===== src/common/fwp_pkg.sv =====
package fwp_pkg;
   // Bus widths of the flash pins
   localparam int ADDR_W = 20;
   localparam int DATA_W = 16;

   // Command codes written to the command interface
   localparam logic [7:0] CMD_READ_ARRAY = 8'hff;
   localparam logic [7:0] CMD_READ_STATUS = 8'h70;
   localparam logic [7:0] CMD_CLEAR_STATUS = 8'h50;
   localparam logic [7:0] CMD_PROGRAM_SETUP = 8'h40;
   localparam logic [7:0] CMD_ERASE_SETUP = 8'h20;
   localparam logic [7:0] CMD_ERASE_CONFIRM = 8'hd0;

   // Status register bit positions
   localparam int SR_READY_BIT = 7;
   localparam int SR_ERASE_ERR_BIT = 5;
   localparam int SR_PROG_ERR_BIT = 4;
   localparam int SR_SUPPLY_LOW_BIT = 3;

   // Host operation codes
   localparam logic [1:0] OP_READ = 2'h0;
   localparam logic [1:0] OP_PROGRAM = 2'h1;
   localparam logic [1:0] OP_ERASE = 2'h2;

   // Pin timing, in ns, and derived cycle counts at 50 MHz
   localparam int CLK_NS = 20;
   localparam int ACCESS_NS = 120;
   localparam int STROBE_NS = 60;
   localparam int RESET_PULSE_NS = 100;
   localparam int RESET_RECOVERY_NS = 600;
   localparam int ACCESS_CYC = (ACCESS_NS + CLK_NS - 1) / CLK_NS;
   localparam int STROBE_CYC = (STROBE_NS + CLK_NS - 1) / CLK_NS;
   localparam int RESET_PULSE_CYC = (RESET_PULSE_NS + CLK_NS - 1) / CLK_NS;
   localparam int RESET_RECOVERY_CYC = (RESET_RECOVERY_NS + CLK_NS - 1) / CLK_NS;

   // Poll limit before a busy operation is abandoned
   localparam int POLL_LIMIT = 4000;
   localparam int CNT_W = 12;

   typedef enum logic [3:0] {
      FWP_RESET_HOLD, FWP_RECOVER, FWP_IDLE, FWP_CYCLE, FWP_GAP,
      FWP_POLL, FWP_CLEAR, FWP_RESTORE, FWP_DONE
   } fwp_state_e;
endpackage


===== src/common/fwp_cyc_if.sv =====
`timescale 1ns/1ps
// Request and answer between the sequencer and the strobe engine
interface fwp_cyc_if;
   logic start;
   logic write;
   logic [fwp_pkg::ADDR_W-1:0] addr;
   logic [fwp_pkg::DATA_W-1:0] wdata;
   logic done;
   logic [fwp_pkg::DATA_W-1:0] rdata;
   modport seq (output start, output write, output addr, output wdata,
                input done, input rdata);
   modport eng (input start, input write, input addr, input wdata,
                output done, output rdata);
endinterface


===== src/fwp_strobe.sv =====
`timescale 1ns/1ps
// One bus cycle on the flash pins: write with chip select and write strobe, or read
module fwp_strobe (
   input wire logic clk_i,
   input wire logic rst_i,
   fwp_cyc_if.eng cyc,
   input wire logic [fwp_pkg::DATA_W-1:0] dq_sync_i,
   output logic ce_n_o,
   output logic we_n_o,
   output logic oe_n_o,
   output logic dq_oe_o,
   output logic [fwp_pkg::ADDR_W-1:0] addr_o,
   output logic [fwp_pkg::DATA_W-1:0] dq_o
);
   logic busy, next_busy;
   logic wr, next_wr;
   logic [fwp_pkg::CNT_W-1:0] cnt, next_cnt;
   logic next_ce_n, next_we_n, next_oe_n, next_dq_oe, next_done;
   logic [fwp_pkg::ADDR_W-1:0] next_addr;
   logic [fwp_pkg::DATA_W-1:0] next_dq, next_rdata;
   localparam logic [fwp_pkg::CNT_W-1:0] WR_LAST = fwp_pkg::CNT_W'(fwp_pkg::STROBE_CYC);
   localparam logic [fwp_pkg::CNT_W-1:0] RD_LAST = fwp_pkg::CNT_W'(fwp_pkg::ACCESS_CYC + 2);

   // Strobe timing; read waits two extra cycles for the data synchroniser
   always_comb begin
      next_busy = busy;
      next_wr = wr;
      next_cnt = cnt;
      next_ce_n = ce_n_o;
      next_we_n = we_n_o;
      next_oe_n = oe_n_o;
      next_dq_oe = dq_oe_o;
      next_addr = addr_o;
      next_dq = dq_o;
      next_done = 1'b0;
      next_rdata = cyc.rdata;
      if (!busy && cyc.start) begin
         next_busy = 1'b1;
         next_wr = cyc.write;
         next_cnt = '0;
         next_addr = cyc.addr;
         next_dq = cyc.wdata;
         next_ce_n = 1'b0; // Reset pin is high here, device active
         next_we_n = !cyc.write;
         next_oe_n = cyc.write;
         next_dq_oe = cyc.write;
      end else if (busy) begin
         next_cnt = cnt + 1'b1;
         if ((wr && cnt == WR_LAST) || (!wr && cnt == RD_LAST)) begin
            next_busy = 1'b0;
            next_ce_n = 1'b1; // Release to standby between cycles
            next_we_n = 1'b1;
            next_oe_n = 1'b1;
            next_dq_oe = 1'b0;
            next_done = 1'b1;
            if (!wr) begin
               next_rdata = dq_sync_i;
            end
         end
      end
   end

   always_ff @(posedge clk_i or posedge rst_i) begin
      if (rst_i) begin
         busy <= 1'b0;
         wr <= 1'b0;
         cnt <= '0;
         ce_n_o <= 1'b1;
         we_n_o <= 1'b1;
         oe_n_o <= 1'b1;
         dq_oe_o <= 1'b0;
         addr_o <= '0;
         dq_o <= '0;
         cyc.done <= 1'b0;
         cyc.rdata <= '0;
      end else begin
         busy <= next_busy;
         wr <= next_wr;
         cnt <= next_cnt;
         ce_n_o <= next_ce_n;
         we_n_o <= next_we_n;
         oe_n_o <= next_oe_n;
         dq_oe_o <= next_dq_oe;
         addr_o <= next_addr;
         dq_o <= next_dq;
         cyc.done <= next_done;
         cyc.rdata <= next_rdata;
      end
   end
endmodule


===== src/fwp_host.sv =====
`timescale 1ns/1ps
module fwp_host (
   input wire logic clk_i,
   input wire logic rst_i,
   input wire logic req_i,
   input wire logic [1:0] op_i,
   input wire logic [fwp_pkg::ADDR_W-1:0] addr_i,
   input wire logic [fwp_pkg::DATA_W-1:0] wdata_i,
   input wire logic abort_i,
   input wire logic unlock_hv_i,
   output logic busy_o,
   output logic done_o,
   output logic err_o,
   output logic lock_err_o,
   output logic aborted_o,
   output logic [fwp_pkg::DATA_W-1:0] rdata_o,
   output logic ce_n_o,
   output logic we_n_o,
   output logic oe_n_o,
   output logic powerdown_reset_n_o,
   output logic hv_en_o,
   output logic [fwp_pkg::ADDR_W-1:0] addr_o,
   output logic [fwp_pkg::DATA_W-1:0] dq_o,
   output logic dq_oe_o,
   input wire logic [fwp_pkg::DATA_W-1:0] dq_i
);
   fwp_cyc_if cyc ();
   fwp_pkg::fwp_state_e state, next_state;
   logic [fwp_pkg::CNT_W-1:0] cnt, next_cnt;
   logic [1:0] step, next_step;
   logic [1:0] op, next_op;
   logic [fwp_pkg::ADDR_W-1:0] addr, next_addr;
   logic [fwp_pkg::DATA_W-1:0] wdata, next_wdata;
   logic start, next_start;
   logic cwrite, next_cwrite;
   logic [fwp_pkg::ADDR_W-1:0] caddr, next_caddr;
   logic [fwp_pkg::DATA_W-1:0] cdata, next_cdata;
   logic next_busy, next_done, next_err, next_lock_err, next_aborted;
   logic [fwp_pkg::DATA_W-1:0] next_rdata;
   logic next_rp_n, next_hv;
   logic [fwp_pkg::DATA_W-1:0] dq_meta, dq_sync;

   // Pin falls one cycle after the count starts, so count to the full width
   localparam logic [fwp_pkg::CNT_W-1:0] PULSE_LAST =
      fwp_pkg::CNT_W'(fwp_pkg::RESET_PULSE_CYC);
   localparam logic [fwp_pkg::CNT_W-1:0] RECOVER_LAST =
      fwp_pkg::CNT_W'(fwp_pkg::RESET_RECOVERY_CYC - 1);
   localparam logic [fwp_pkg::CNT_W-1:0] POLL_LAST =
      fwp_pkg::CNT_W'(fwp_pkg::POLL_LIMIT);

   assign cyc.start = start;
   assign cyc.write = cwrite;
   assign cyc.addr = caddr;
   assign cyc.wdata = cdata;

   ////////////////////////////////////////////////////////////////////////////////
   // Data pins come from another domain, two flops before use
   always_ff @(posedge clk_i or posedge rst_i) begin
      if (rst_i) begin
         dq_meta <= '0;
         dq_sync <= '0;
      end else begin
         dq_meta <= dq_i;
         dq_sync <= dq_meta;
      end
   end

   fwp_strobe u_strobe (
      .clk_i(clk_i),
      .rst_i(rst_i),
      .cyc(cyc),
      .dq_sync_i(dq_sync),
      .ce_n_o(ce_n_o),
      .we_n_o(we_n_o),
      .oe_n_o(oe_n_o),
      .dq_oe_o(dq_oe_o),
      .addr_o(addr_o),
      .dq_o(dq_o)
   );

   ////////////////////////////////////////////////////////////////////////////////
   // Sequencer: reset pulse, recovery, command pairs, status poll
   always_comb begin
      next_state = state;
      next_cnt = cnt;
      next_step = step;
      next_op = op;
      next_addr = addr;
      next_wdata = wdata;
      next_start = 1'b0;
      next_cwrite = cwrite;
      next_caddr = caddr;
      next_cdata = cdata;
      next_busy = busy_o;
      next_done = 1'b0;
      next_err = err_o;
      next_lock_err = lock_err_o;
      next_aborted = aborted_o;
      next_rdata = rdata_o;
      next_rp_n = powerdown_reset_n_o;
      next_hv = hv_en_o;
      case (state)
         fwp_pkg::FWP_RESET_HOLD: begin
            // Hold reset pin low a full pulse width; clears device status
            next_rp_n = 1'b0;
            next_hv = 1'b0;
            next_cnt = cnt + 1'b1;
            if (cnt >= PULSE_LAST) begin
               next_rp_n = 1'b1;
               next_cnt = '0;
               next_state = fwp_pkg::FWP_RECOVER;
            end
         end
         fwp_pkg::FWP_RECOVER: begin
            // No access until recovery time passes
            next_cnt = cnt + 1'b1;
            if (cnt >= RECOVER_LAST) begin
               next_cnt = '0;
               next_busy = 1'b0;
               next_state = fwp_pkg::FWP_IDLE; // Read-array default
            end
         end
         fwp_pkg::FWP_IDLE: begin
            if (req_i) begin
               next_op = op_i;
               next_addr = addr_i;
               next_wdata = wdata_i;
               next_busy = 1'b1;
               next_err = 1'b0;
               next_lock_err = 1'b0;
               next_aborted = 1'b0;
               next_step = '0;
               // Boot lock override level set before the confirm
               next_hv = unlock_hv_i && (op_i != fwp_pkg::OP_READ);
               next_start = 1'b1;
               next_cwrite = 1'b1; // Every op opens with a command write
               next_caddr = addr_i;
               next_cdata = (op_i == fwp_pkg::OP_PROGRAM) ?
                  {8'h00, fwp_pkg::CMD_PROGRAM_SETUP} :
                  (op_i == fwp_pkg::OP_ERASE) ? {8'h00, fwp_pkg::CMD_ERASE_SETUP} :
                  {8'h00, fwp_pkg::CMD_READ_ARRAY};
               next_state = fwp_pkg::FWP_CYCLE;
            end
         end
         fwp_pkg::FWP_CYCLE: begin
            // Abort only as a cycle ends; no strobe low when the pin falls
            if (abort_i && op != fwp_pkg::OP_READ && step != 2'h0 && cyc.done) begin
               next_aborted = 1'b1;
               next_cnt = '0;
               next_state = fwp_pkg::FWP_RESET_HOLD;
            end else if (cyc.done) begin
               next_step = step + 1'b1;
               next_state = fwp_pkg::FWP_GAP;
               if (op == fwp_pkg::OP_READ && step == 2'h1) begin
                  next_rdata = cyc.rdata; // Outputs held by device
                  next_state = fwp_pkg::FWP_DONE;
               end else if (op != fwp_pkg::OP_READ && step == 2'h1) begin
                  next_cnt = '0;
                  next_state = fwp_pkg::FWP_POLL; // Pair accepted
               end
            end
         end
         fwp_pkg::FWP_GAP: begin
            // Second cycle: read the array, or the confirm/data
            next_start = 1'b1;
            next_caddr = addr;
            next_cwrite = (op != fwp_pkg::OP_READ);
            next_cdata = (op == fwp_pkg::OP_ERASE) ?
               {8'h00, fwp_pkg::CMD_ERASE_CONFIRM} : wdata;
            next_state = fwp_pkg::FWP_CYCLE;
         end
         fwp_pkg::FWP_POLL: begin
            // Chip select dropped between polls; operation continues
            // Abort only while no read is in flight
            if (abort_i && (cyc.done || (!start && step == 2'h2))) begin
               next_aborted = 1'b1;
               next_cnt = '0;
               next_state = fwp_pkg::FWP_RESET_HOLD;
            end else if (!start && !cyc.done && step == 2'h2) begin
               next_start = 1'b1;
               next_cwrite = 1'b0;
               next_step = 2'h3;
            end else if (cyc.done) begin
               next_cnt = cnt + 1'b1;
               next_step = 2'h2;
               if (cyc.rdata[fwp_pkg::SR_READY_BIT]) begin
                  // Failure bits report lockout or lock
                  next_err = cyc.rdata[fwp_pkg::SR_ERASE_ERR_BIT] ||
                             cyc.rdata[fwp_pkg::SR_PROG_ERR_BIT];
                  // Low supply bit clear means a lock refused it
                  next_lock_err = next_err && !cyc.rdata[fwp_pkg::SR_SUPPLY_LOW_BIT];
                  next_hv = 1'b0;
                  next_start = 1'b1;
                  next_cwrite = 1'b1;
                  next_cdata = {8'h00, fwp_pkg::CMD_CLEAR_STATUS};
                  next_state = fwp_pkg::FWP_CLEAR;
               end else if (cnt >= POLL_LAST) begin
                  next_err = 1'b1;
                  next_aborted = 1'b1;
                  next_cnt = '0;
                  next_state = fwp_pkg::FWP_RESET_HOLD;
               end
            end
         end
         fwp_pkg::FWP_CLEAR: begin
            if (cyc.done) begin
               next_start = 1'b1;
               next_cwrite = 1'b1;
               next_cdata = {8'h00, fwp_pkg::CMD_READ_ARRAY};
               next_state = fwp_pkg::FWP_RESTORE;
            end
         end
         fwp_pkg::FWP_RESTORE: begin
            if (cyc.done) begin
               next_state = fwp_pkg::FWP_DONE;
            end
         end
         fwp_pkg::FWP_DONE: begin
            next_busy = 1'b0;
            next_done = 1'b1;
            next_state = fwp_pkg::FWP_IDLE;
         end
         default: begin
            next_cnt = '0;
            next_state = fwp_pkg::FWP_RESET_HOLD;
         end
      endcase
      // Abort pulse finishes as a done with the aborted flag
      if (state == fwp_pkg::FWP_RECOVER && next_state == fwp_pkg::FWP_IDLE && aborted_o) begin
         next_done = 1'b1;
      end
   end

   // Poll reads the status register directly; no read-status command is ever written
   always_ff @(posedge clk_i or posedge rst_i) begin
      if (rst_i) begin
         state <= fwp_pkg::FWP_RESET_HOLD; // Power-up resets the flash too
         cnt <= '0;
         step <= '0;
         op <= fwp_pkg::OP_READ;
         addr <= '0;
         wdata <= '0;
         start <= 1'b0;
         cwrite <= 1'b0;
         caddr <= '0;
         cdata <= '0;
         busy_o <= 1'b1;
         done_o <= 1'b0;
         err_o <= 1'b0;
         lock_err_o <= 1'b0;
         aborted_o <= 1'b0;
         rdata_o <= '0;
         powerdown_reset_n_o <= 1'b0;
         hv_en_o <= 1'b0;
      end else begin
         state <= next_state;
         cnt <= next_cnt;
         step <= next_step;
         op <= next_op;
         addr <= next_addr;
         wdata <= next_wdata;
         start <= next_start;
         cwrite <= next_cwrite;
         caddr <= next_caddr;
         cdata <= next_cdata;
         busy_o <= next_busy;
         done_o <= next_done;
         err_o <= next_err;
         lock_err_o <= next_lock_err;
         aborted_o <= next_aborted;
         rdata_o <= next_rdata;
         powerdown_reset_n_o <= next_rp_n;
         hv_en_o <= next_hv;
      end
   end
endmodule


===== config.mk =====
export PLATFORM = sky130hd
export DESIGN_NAME = fwp_host
export DESIGN_NICKNAME = d
export VERILOG_FILES = /design/src/common/fwp_pkg.sv /design/src/common/fwp_cyc_if.sv /design/src/fwp_strobe.sv /design/src/fwp_host.sv
export SDC_FILE = /design/constraint.sdc
export NUM_CORES = 1
export LEC_CHECK = 0
export BUFFER_PORTS_ARGS = -buffer_cell sky130_fd_sc_hd__buf_4
export CAP_MARGIN = 10
export CORE_MARGIN = 5
export CORE_UTILIZATION = 55
export CTS_CLUSTER_DIAMETER = 40
export CTS_CLUSTER_SIZE = 28
export DETAILED_ROUTE_END_ITERATION = 6
export PLACE_DENSITY_LB_ADDON = 0.08
export SLEW_MARGIN = 10
export SYNTH_ARGS = -nofsm -noshare
export SYNTH_HDL_FRONTEND = slang
export SYNTH_SLANG_ARGS = --single-unit

===== constraint.sdc =====
create_clock -name clk_i -period 20.1 [get_ports clk_i]
set_clock_uncertainty 0.2 [all_clocks]
set_input_delay 1.005 -clock clk_i [delete_from_list [all_inputs] [get_ports clk_i]]
set_output_delay 1.005 -clock clk_i [all_outputs]
set_load 0.02 [all_outputs]

==> summary.txt <==
Ratio of total power to cell area = 86.2 nW/µm²
Min-delay worst type = reg -> reg
Cell variety after synth = 61
Number of I/O pins = 122
Port buffer count = 121
Antenna violations before repair = 0
Drt pass-1 iters = 4
Status = complete, no violations
EDFF count, synth = 0
CP arrival = 3.19 ns
Max VDD drop = 0.0000745 V
Net count, final = 1,054
Setup Buffers After CTS = 0
Core Region = 16,000 µm²
Hold buffer count at CTS = 0
Grt total ovfl = 0
Post-synth top area cell = dfrtp_1
Crit path buf inv count = 0
Multi-input logic area = 3280 µm²
DIE WIDTH = 138 µm
Dpl hpwl = 13,400 µm
Worst-path clk slew = 0.06 ns
Wire length per cell = 16.7 µm
Global placement routability congestion = 0.869
Async set or reset register ratio after synthesis = 100%
Yosys reg bits = 220
Share of cells above drive strength 1 = 22.3%
First-pass GRT wire length = 34,500 µm
RSZ-0062 raised after global routing = no
Max-cap viol count = 0
DR vias/cell = 5.45
# diodes = 0
Syn_area_per_cell = 10.4 µm²
CTS Sinks = 220
Mapped Area = 9040 µm²
Gr usage total = 21.4%
Final setup TNS = 0 ns
Root Buffer = clkbuf_16
Synth warn = 0
CP cell instances = and4bb_1 -> nand4_1 -> mux2_2
DRT iter0 DRCs = 466
CTS tree = yes
Post-CTS Resized = 0
Register area = 5510 µm²
Synth top area cells = dfrtp_1, nand2_1, mux2_2
Clk_lat worst skew = 0.53 ns
Rows = 46
Ys flop type = dfrtp_1
Leading cell types in the layout, fill and taps excluded = nand2_1, dfrtp_1, buf_4, nand3_1, o21ai_0
Post-synth top area share = 59.8%
Drc violations = 0
Slew Limit Fails = 0
Total Wirelength = 20,400 µm
Worst slew pin tran = 1.04 ns
Crit-path max cell delay = 0.82 ns
Commonest non-fill, non-tap cell in the layout = nand2_1
Setup CP Type = reg -> reg
Startpoint type of the worst setup path = register
Die height = 138 µm
Via count = 6,647
Layout filler cell count = 1,256
Leakage = 5.67 nW
CTS buffer count = 27
Final setup viols = 0
Vias in the first global route = 6,937
Routed Antenna Nets = 0
Post-route clock period utilization = 14.9%
Top Family by Delay on Critical Path = simple AND/OR/NAND/NOR gates
Final min period = 2.99 ns
Clock buffer depth = 3
Hold Slack = 0.147 ns
Layout area overhead = 21.9%
Initial Utilization = 56.5%
Crit Path Max Fanout = 24
H-tree lvl count = 1
Slowest CP cell = dfrtp_1
Mapped Nets = 938
Cells after Synth = 867
Die ar. = 19,100 µm²
CP Capture Type = register
CP required = 20.30 ns
Final Hold Viols = 0
Largest net degree at the start of global routing = 137
Register area share after synthesis = 60.9%
Fmax = 335 MHz
Worst rel slew slack = 30.9%
## final timing paths
path                                            from                            to  slack, ns  depth (start not counted)
worst min-delay path            dq_meta[3]$_DFF_PP0_          dq_sync[3]$_DFF_PP0_       0.15                          0
min in group asynchronous                      rst_i          dq_meta[1]$_DFF_PP0_       0.47                          2
worst min register to register  dq_meta[3]$_DFF_PP0_          dq_sync[3]$_DFF_PP0_       0.15                          0
worst max-delay path              state[0]$_DFF_PP0_        rdata_o[7]$_DFFE_PP0P_      17.11                          3
max in group asynchronous                      rst_i  u_strobe.dq_o[8]$_DFFE_PP0P_      17.61                          3
worst max register to register    state[0]$_DFF_PP0_        rdata_o[7]$_DFFE_PP0P_      17.11                          3
## Yosys cell counts, types with 5 or more instances
| cell | instances |
|---|---|
| a211oi_1 | 5 |
| ha_1 | 12 |
| a21oi_1 | 27 |
| a22o_1 | 11 |
| o21ai_0 | 32 |
| nand2_1 | 283 |
| nor3_1 | 8 |
| nor2_1 | 18 |
| or3_1 | 7 |
| mux2_2 | 27 |
| mux2_1 | 12 |
| nor2b_1 | 7 |
| and3_1 | 6 |
| dfrtp_1 | 216 |
| nand2b_1 | 5 |
| inv_1 | 20 |
| nand4_1 | 7 |
| buf_1 | 5 |
| o21ai_1 | 5 |
| nand3_1 | 37 |
| clkbuf_1 | 26 |
| nand3b_1 | 6 |
| mux2i_1 | 10 |
| buf_2 | 7 |
## flip-flops by register name, indices dropped and copies added (netlist names), 2 cells and up
name                flops
rdata_o                16
u_strobe.dq_o          16
u_strobe.cyc.rdata     16
dq_meta                16
dq_sync                16
step                    2
wdata                  16
u_strobe.addr_o        20
caddr                  20
state                   4
op                      2
cnt                    12
u_strobe.cnt           12
cdata                  16
addr                   20
## cell type report
| cell class | count | share of cell area [%] |
|---|---|---|
| sequential | 220 | 50.0 |
| multi-input combinational | 585 | 29.7 |
| timing repair buffer | 129 | 8.79 |
| clock buffer | 31 | 6.54 |
| tap | 216 | 2.45 |
| clock inverter | 19 | 1.76 |
| inverter | 20 | 0.749 |
## metal layers
| metal | global-route usage [%] | routed length (µm) | part of all wire [%] |
|---|---|---|---|
| met1 | 27.6 | 8460 | 41 |
| met2 | 37.3 | 10300 | 51 |
| met3 | 4.38 | 1110 | 5.4 |
| met4 | 5.25 | 475 | 2.3 |
| met5 | 0 | 0 | 0 |
## through the flow
step	instance area, µm²	cells	setup slack [ns]	util [%]	power (mW)
CTS	11000	1220	17.11	68.9	0.960
floorplan	9040	867	12.88	-	0.463
global route	11000	1220	16.91	68.9	0.981
finish	11000	1220	17.11	68.9	0.950
detailed placement	10100	1170	16.96	63.2	0.476
global placement	10100	1170	17.02	63.2	0.475
## report_power, final
part           internal, mW  switching, mW  total (mW)
Clock                 0.280          0.203       0.483
Combinational       0.00836         0.0118      0.0202
Sequential            0.446       0.000818       0.447
## cell families (layout without fill, tap and decap cells)
family,Yosys count,in the layout,synth area share [%]
adders and majority gates,12,12,1.66
muxes,49,49,5.96
and+or+nand+nor,408,408,20.1
DFF,220,220,60.9
buffers and inverters,62,199,2.96
xor gates and xnor gates,2,2,0.194
AOI/OAI and AO/OA,114,114,8.20
Power figures use the tool's default switching activity.
